**config.mk**
```make
export PLATFORM = sky130hd
export DESIGN_NAME = sarf_readout
export DESIGN_NICKNAME = d
export VERILOG_FILES = /design/src/core/sarf_readout.v
export VERILOG_INCLUDE_DIRS = /design/src /design/src/core
export SDC_FILE = /design/constraint.sdc
export NUM_CORES = 1
export LEC_CHECK = 0
export BUFFER_PORTS_ARGS = -buffer_cell sky130_fd_sc_hd__buf_2
export CAP_MARGIN = 30
export CORE_MARGIN = 5
export CORE_UTILIZATION = 45
export DETAILED_ROUTE_END_ITERATION = 8
export SETUP_SLACK_MARGIN = 0.05
export SYNTH_ARGS = -nofsm -noshare
export SYNTH_HDL_FRONTEND = slang
export SYNTH_SLANG_ARGS = --single-unit
```
**constraint.sdc**
```tcl
create_clock -name clk_sys_i -period 2.6 [get_ports clk_sys_i]
set_input_delay 0.52 -clock clk_sys_i [delete_from_list [all_inputs] [get_ports clk_sys_i]]
set_output_delay 0.52 -clock clk_sys_i [all_outputs]
set_load 0.005 [all_outputs]
```
**src/core/sarf_map.vh**
```
`ifndef SARF_MAP_VH
`define SARF_MAP_VH
`define SARF_RES_W        14
`define SARF_CNT_W        5
`define SARF_LEAD_ZEROS   5'd2
`define SARF_CONV_EDGES   5'd15
`define SARF_LAST_EDGE    5'd16
`define SARF_TRACK_PERIODS 5'd3
`define SARF_FRAME_EDGES  5'd19
`define SARF_POS_FULL     14'h1fff
`define SARF_NEG_FULL     14'h2000
`endif

```
**src/core/sarf_readout.v**
```verilog
// How it works
// - A frame starts when select falls and ends when select rises.
// - Data output is driven only while select is low, floated otherwise.
// - Input sampled at select assertion; digitizing runs the next fifteen clock periods.
// - On the sixteenth falling edge the block enters the tracking phase.
// - Tracking lasts from the sixteenth falling edge until select rises; the next three clock falls are only counted.
// - Select falling with clock high: digitizing starts at once; the next clock fall counts as the first.
// - Select falling with clock low counts as the first falling edge.
// - Select and clock falling together start digitizing at once.
// - While select is high the block stays in tracking, ignoring clock.
// - Output changes on clock falls: two zeros, then fourteen bits MSB first.
// - Result is two's complement, clipped to 1fff and 2000 at full scale.
// - Select rising before the sixteenth fall aborts and floats the output.
`timescale 1ns/10ps
`default_nettype none
`include "sarf_map.vh"

// Three-flop pin synchroniser; a change counts once the second and third flops agree.
module sarf_sync3 #(
  parameter RST_VAL = 1'b0
) (
  input  wire clk_sys_i,
  input  wire rst_i,
  input  wire pin_i,
  output reg  level_o,
  output wire level_new_o
);
  reg [2:0] stg_q;
  wire      agree;

  // Waiting for agreement filters a single-cycle glitch caught by the first flop.
  assign agree       = (stg_q[1] == stg_q[2]);
  assign level_new_o = agree ? stg_q[2] : level_o;

  always @(posedge clk_sys_i or posedge rst_i) begin
    if (rst_i) begin
      stg_q   <= {3{RST_VAL}};
      level_o <= RST_VAL;
    end else begin
      stg_q   <= {stg_q[1:0], pin_i};
      level_o <= level_new_o;
    end
  end
endmodule // sarf_sync3

module sarf_readout (
  input  wire        clk_sys_i,
  input  wire        rst_i,
  input  wire        sel_n_i,
  input  wire        sclk_i,
  input  wire [15:0] sample_i,
  input  wire        sample_valid_i,
  output wire        sample_ready_o,
  output wire        sdo_o,
  output wire        sdo_oe_o,
  output wire        digitizing_o,
  output wire        tracking_o,
  output reg         aborted_o
);
  localparam ST_TRACK = 2'd0;
  localparam ST_WAIT  = 2'd1;
  localparam ST_CONV  = 2'd2;
  localparam ST_ACQ   = 2'd3;

  // Registered pin levels and the value each will take at the coming edge.
  wire sel_q;
  wire sel_new;
  wire sck_q;
  wire sck_new;

  sarf_sync3 #(
    .RST_VAL (1'b1)
  ) i_sel_sync (
    .clk_sys_i   (clk_sys_i),
    .rst_i       (rst_i),
    .pin_i       (sel_n_i),
    .level_o     (sel_q),
    .level_new_o (sel_new)
  );

  // The serial clock is only sampled, so its edges show up three to four cycles late.
  sarf_sync3 #(
    .RST_VAL (1'b0)
  ) i_sck_sync (
    .clk_sys_i   (clk_sys_i),
    .rst_i       (rst_i),
    .pin_i       (sclk_i),
    .level_o     (sck_q),
    .level_new_o (sck_new)
  );

  // Edges come from the next-value wires, so the phase register moves at the same edge
  // as the synchronised level and the output enable.
  wire sel_fall = sel_q & ~sel_new;
  wire sel_rise = ~sel_q & sel_new;
  wire sck_fall = sck_q & ~sck_new;

  // Two-entry buffer holding converter results; the frame takes one word when it starts.
  reg [15:0] buf_q [0:1];
  reg        wr_q;
  reg        rd_q;
  reg [1:0]  cnt_q;
  // Read side: a word is offered while one is held and taken as a frame opens.
  wire       buf_put;
  wire       buf_valid;
  wire       buf_take;
  assign buf_valid      = (cnt_q != 2'd0);
  assign buf_take       = sel_fall & buf_valid;
  assign buf_put        = sample_valid_i & sample_ready_o;
  assign sample_ready_o = (cnt_q != 2'd2);

  // The storage has no reset; the count alone says which entries hold data.
  always @(posedge clk_sys_i) begin
    if (buf_put)
      buf_q[wr_q] <= sample_i;
  end

  always @(posedge clk_sys_i or posedge rst_i) begin
    if (rst_i) begin
      wr_q  <= 1'b0;
      rd_q  <= 1'b0;
      cnt_q <= 2'd0;
    end else begin
      if (buf_put)
        wr_q <= ~wr_q;
      if (buf_take)
        rd_q <= ~rd_q;
      cnt_q <= cnt_q + {1'b0, buf_put} - {1'b0, buf_take};
    end
  end

  // Saturate the signed input to the 14-bit code range.
  // Codes beyond fourteen bits clip rather than wrap, so an overload never flips the sign.
  wire [15:0] raw = buf_q[rd_q];
  reg  [13:0] code;
  always @* begin
    if (!raw[15] && raw[14:13] != 2'b00)
      code = `SARF_POS_FULL;
    else if (raw[15] && raw[14:13] != 2'b11)
      code = `SARF_NEG_FULL;
    else
      code = raw[13:0];
  end

  // Phase register: idle tracking, waiting for the first clock fall, digitizing, tracking.
  reg [1:0]  st_q;
  reg [4:0]  fall_q;
  wire [4:0] fall_next = fall_q + 5'd1;
  reg [15:0] shf_q;
  reg        dout_q;
  always @(posedge clk_sys_i or posedge rst_i) begin
    if (rst_i) begin
      st_q      <= ST_TRACK;
      fall_q    <= 5'd0;
      shf_q     <= 16'h0000;
      dout_q    <= 1'b0;
      aborted_o <= 1'b0;
    end else begin
      aborted_o <= 1'b0;
      if (sel_rise) begin
        st_q <= ST_TRACK;
        if (st_q == ST_WAIT || st_q == ST_CONV)
          aborted_o <= 1'b1;
      end else if (sel_q && !sel_fall) begin
        // A falling select is handled in the case below, so it must not be swallowed here.
        st_q <= ST_TRACK;
      end else begin
        case (st_q)
          ST_TRACK: begin
            if (sel_fall) begin
              // Sample is frozen here so later buffer writes cannot disturb it.
              shf_q <= {2'b00, (cnt_q != 2'd0) ? code : 14'h0000};
              dout_q <= 1'b0;
              if (sck_new) begin
                st_q   <= ST_WAIT;
                fall_q <= 5'd0;
              end else begin
                st_q   <= ST_CONV;
                fall_q <= 5'd1;
              end
            end
          end
          ST_WAIT: begin
            // Select fell with the clock high; the next clock fall is the first of the frame.
            if (sck_fall) begin
              st_q   <= ST_CONV;
              fall_q <= 5'd1;
            end
          end
          ST_CONV: begin
            if (sck_fall) begin
              fall_q <= fall_next;
              // Two leading zeros, then the result MSB first.
              dout_q <= shf_q[14];
              shf_q  <= {shf_q[14:0], 1'b0};
              if (fall_next == `SARF_LAST_EDGE)
                st_q <= ST_ACQ;
            end
          end
          ST_ACQ: begin
            // Tracking needs no clock edges; it counts up to three more clock falls while it waits for select to rise.
            if (sck_fall && fall_q != `SARF_FRAME_EDGES)
              fall_q <= fall_q + 5'd1;
          end
          default: st_q <= ST_TRACK;
        endcase
      end
    end
  end

  assign sdo_o        = dout_q;
  // The select alone enables the output, so an aborted frame floats as soon as select rises.
  assign sdo_oe_o     = ~sel_q;
  assign digitizing_o = (st_q == ST_CONV) || (st_q == ST_WAIT);
  assign tracking_o   = ~digitizing_o;
endmodule // sarf_readout
`default_nettype wire

```
==> results by group <==
Setup path
  – Critical Path End Type: register
  – Crit-path leading delay family: adder cells
  – Count of cell instances traversed by the critical path: 9
  – Most numerous cell on the critical path: sky130_fd_sc_hd__inv_1
  – Data arrival time of the critical path: 2.53 ns
  – Logic depth of the worst register-to-register path: 9
  – Startpoint class of the critical path: register
  – Critical path start-end classification: reg -> reg
  – Critical-path cell with the highest stage delay: sky130_fd_sc_hd__maj3_1
  – Worst path bufs/invs: 3
  – Largest stage delay on the critical path: 0.44 ns
  – Cells along the critical path: maj3_1 > inv_1 > ha_1 > mux2i_1 > nor3_1 > a21boi_2 > buf_4 > inv_1 > a32o_1
  – Required time of the worst setup path: 2.83 ns
  – Largest driver fanout on the critical path: 10

Logic synthesis
  – Number of instances in the synthesized netlist: 239
  – Post-synthesis async set-or-reset flop share: 0.529
  – Most frequent cells after synthesis: sky130_fd_sc_hd__o21ai_0 (34), sky130_fd_sc_hd__dfrtp_1 (32), sky130_fd_sc_hd__edfxtp_1 (32), sky130_fd_sc_hd__mux2i_1 (15), sky130_fd_sc_hd__inv_1 (13)
  – Count of synthesis-stage warnings from yosys: 0
  – Biggest area contributors in the synthesized netlist: sky130_fd_sc_hd__edfxtp_1 (32%), sky130_fd_sc_hd__dfrtp_1 (27%), sky130_fd_sc_hd__o21ai_0 (5.7%)
  – Number of enable-type register cells in the synthesized netlist: 32
  – Net count of the mapped netlist: 271
  – Seq/Total Area, Yosys: 0.621
  – Cell area after technology mapping: 3000 sq um
  – Mean post-synth cell area: 12.6 sq um
  – Number of register bits inferred by synthesis: 68
  – Predominant post-synthesis flop cell: sky130_fd_sc_hd__edfxtp_1
  – Area share of the leading cell type in the synthesized netlist: 0.320
  – Top-count cell post-synth: sky130_fd_sc_hd__o21ai_0
  – Number of distinct library cell variants in the gate-level netlist after synthesis: 46
  – Cell taking the most area after synthesis: sky130_fd_sc_hd__edfxtp_1

STA
  – Worst clock skew on the final layout: 0.0119 ns
  – Number of slew-limit violations in the final report: 0
  – Final hold violation count: 0
  – Total negative setup slack: 0 ns
  – Max Freq: 0.435 GHz
  – Finish-stage setup viols: 0
  – Minimum clock period: 2.30 ns
  – Post-Route Hold Slack: 0.260 ns
  – RSZ-0062 raised after global routing: no
  – Headroom to the max-slew limit: 0.498
  – Transition time at the pin with the least slew margin: 0.753 ns
  – Ratio of final minimum period to clock period: 0.884

CTS
  – Number of post-CTS setup repair buffers: 0
  – Count of clock tree sinks: 68
  – Htree depth: 3
  – CTS tree: built
  – Clock edge transition at the registers on the reported setup and hold paths: 0.08 ns
  – Cell at the root of the clock tree: sky130_fd_sc_hd__clkbuf_8
  – Bufs on Longest Clock Path: 2
  – TritonCTS Buffers: 9
  – Latest clock arrival within the worst-skew pair: 0.35 ns
  – Cts repair resizes: 0
  – Number of hold buffers added after CTS: 0

Pwr
  – Leakage power: 1.43 nW
  – VDD IR max: 0.552 mV
  – Total power divided by cell area: 1070 nW/um^2

Place
  – Count of input and output buffers: 26
  – Routability Congestion: 0.787
  – Placement Cell Area: 3250 sq um
  – Half-perimeter wire length after detailed placement: 3530 um

Cells and area
  – Number of inserted diodes: 0
  – Finished Core Util: 0.540
  – Final net count: 306
  – Number of filler instances in the final layout: 546
  – Area grow syn2layout: 15.5%
  – Share of layout cells above drive strength 1: 0.229
  – Post-route cell area: 3470 sq um

Floorplanning
  – X dimension of the die: 91.7 um
  – Initial core utilization: 0.468
  – Number of top-level pins: 27
  – Number of core rows: 29
  – Area of the die: 8410 sq um
  – Core footprint: 6420 sq um
  – Die height: 91.7 um

Drt
  – Final routed wirelength across all metal layers: 5130 um
  – Drt wl/cell: 14.4 um
  – Final routed DRC violation total: 0
  – Number of vias in the routed layout: 1901
  – TritonRoute pass-1 iters: 4
  – DRC marker count from the first detailed-route iteration: 79
  – Via density: 5.34
  – Final antenna-violating net count: 0

Outcome
  – Run status: finished clean

GRT
  – GRT Total Usage: 0.139
  – Pin count of the biggest net entering global routing: 37
  – Number of global-route vias before repair: 1945
  – Global-route wire length before repair: 9210 um
  – Initial antenna violation count: 0
  – Grt ovf: 0

Run
  – Max Cap Violations: 0

Hold path
  – Class of the most critical hold timing path: in -> async
placed cells by master (no fill, tap or decap), types with 3 or more instances in the layout:
master,Yosys,layout
sky130_fd_sc_hd__nand2_1,10,10
sky130_fd_sc_hd__o22a_1,12,12
sky130_fd_sc_hd__dfstp_2,4,4
sky130_fd_sc_hd__ha_1,11,11
sky130_fd_sc_hd__o21ai_0,34,34
sky130_fd_sc_hd__clkbuf_8,0,9
sky130_fd_sc_hd__a21oi_1,5,5
sky130_fd_sc_hd__nor2_1,12,12
sky130_fd_sc_hd__mux2i_1,15,15
sky130_fd_sc_hd__buf_4,0,9
sky130_fd_sc_hd__edfxtp_1,32,32
sky130_fd_sc_hd__xnor2_1,3,3
sky130_fd_sc_hd__nand3_1,9,9
sky130_fd_sc_hd__inv_1,13,13
sky130_fd_sc_hd__buf_2,4,27
sky130_fd_sc_hd__dfrtp_1,32,32
logic make-up (layout without fill, tap and decap cells):
family,after synthesis,after routing,share of synthesized area
AOI/OAI and AO/OA,71,71,0.158
xor gates and xnor gates,5,5,0.0146
and+or+nand+nor,42,42,0.0679
adders and majority gates,12,12,0.0491
buffers and inverters,25,65,0.0354
muxes,16,16,0.0537
DFF,68,68,0.621
sequential cells by signal (all words and copies together) (netlist names):
register / count
i_sck_sync.stg_q: 3
i_sel_sync.stg_q: 3
sdo_o: 1
wr_q: 1
aborted_o: 1
i_sel_sync.level_o: 1
fall_q: 5
rd_q: 1
shf_q: 15
i_sck_sync.level_o: 1
buf_q: 32
cnt_q: 2
st_q: 2
layer usage:
metal | vias up | share of wire | global-route usage
met5 | - | 0 | 0
met4 | 0 | 0.017 | 0.0483
met3 | 9 | 0.040 | 0.0442
met2 | 27 | 0.47 | 0.223
met1 | 908 | 0.47 | 0.179
li1 | 957 | - | -
worst paths after layout:
kind / startpoint / endpoint / slack (ns)
worst max-delay path: i_sel_sync.level_o / shf_q[0] / 0.30
worst min-delay path: rst_i / cnt_q[0] / 0.26
worst max register to register: i_sel_sync.level_o / shf_q[0] / 0.30
worst min register to register: i_sck_sync.stg_q[0] / i_sck_sync.stg_q[1] / 0.34
max in group asynchronous: rst_i / i_sel_sync.stg_q[0] / 1.99
min in group clk_sys_i: sel_n_i / i_sel_sync.stg_q[0] / 0.28
per-stage QoR:
stage,setup slack (ns),std cells,total power [mW]
after floorplan,0.491,239,2.47
after global placement,0.392,339,2.78
after detailed placement,0.299,340,2.81
after CTS,0.284,356,3.77
after global routing,0.140,356,4.01
final,0.302,356,3.72
cell type report:
type,instances,area (sq um),share of cell area
Sequential cell,68,1870,0.538
Inverter,13,48.8,0.0141
Clock buffer,9,124,0.0357
Clock inverter,7,98.8,0.0285
Timing Repair Buffer,36,203,0.0584
Tap cell,77,96.3,0.0278
Multi-Input combinational cell,146,1030,0.297
worst reg2reg max path, stage by stage (launching register included):
cell and delay, ns:
sky130_fd_sc_hd__dfstp_2 0.39, sky130_fd_sc_hd__maj3_1 0.44, sky130_fd_sc_hd__inv_1 0.09, sky130_fd_sc_hd__ha_1 0.16, sky130_fd_sc_hd__mux2i_1 0.07, sky130_fd_sc_hd__nor3_1 0.31, sky130_fd_sc_hd__a21boi_2 0.28, sky130_fd_sc_hd__buf_4 0.21
sky130_fd_sc_hd__inv_1 0.05, sky130_fd_sc_hd__a32o_1 0.19
report_power, final:
| part | internal [mW] | total (mW) | switching (mW) |
|---|---|---|---|
| clock network | 0.544 | 0.956 | 0.412 |
| logic | 0.527 | 1.16 | 0.638 |
| registers | 1.45 | 1.60 | 0.148 |
| total | 2.52 | 3.72 | 1.20 |
(Power assumes the default switching activity.)
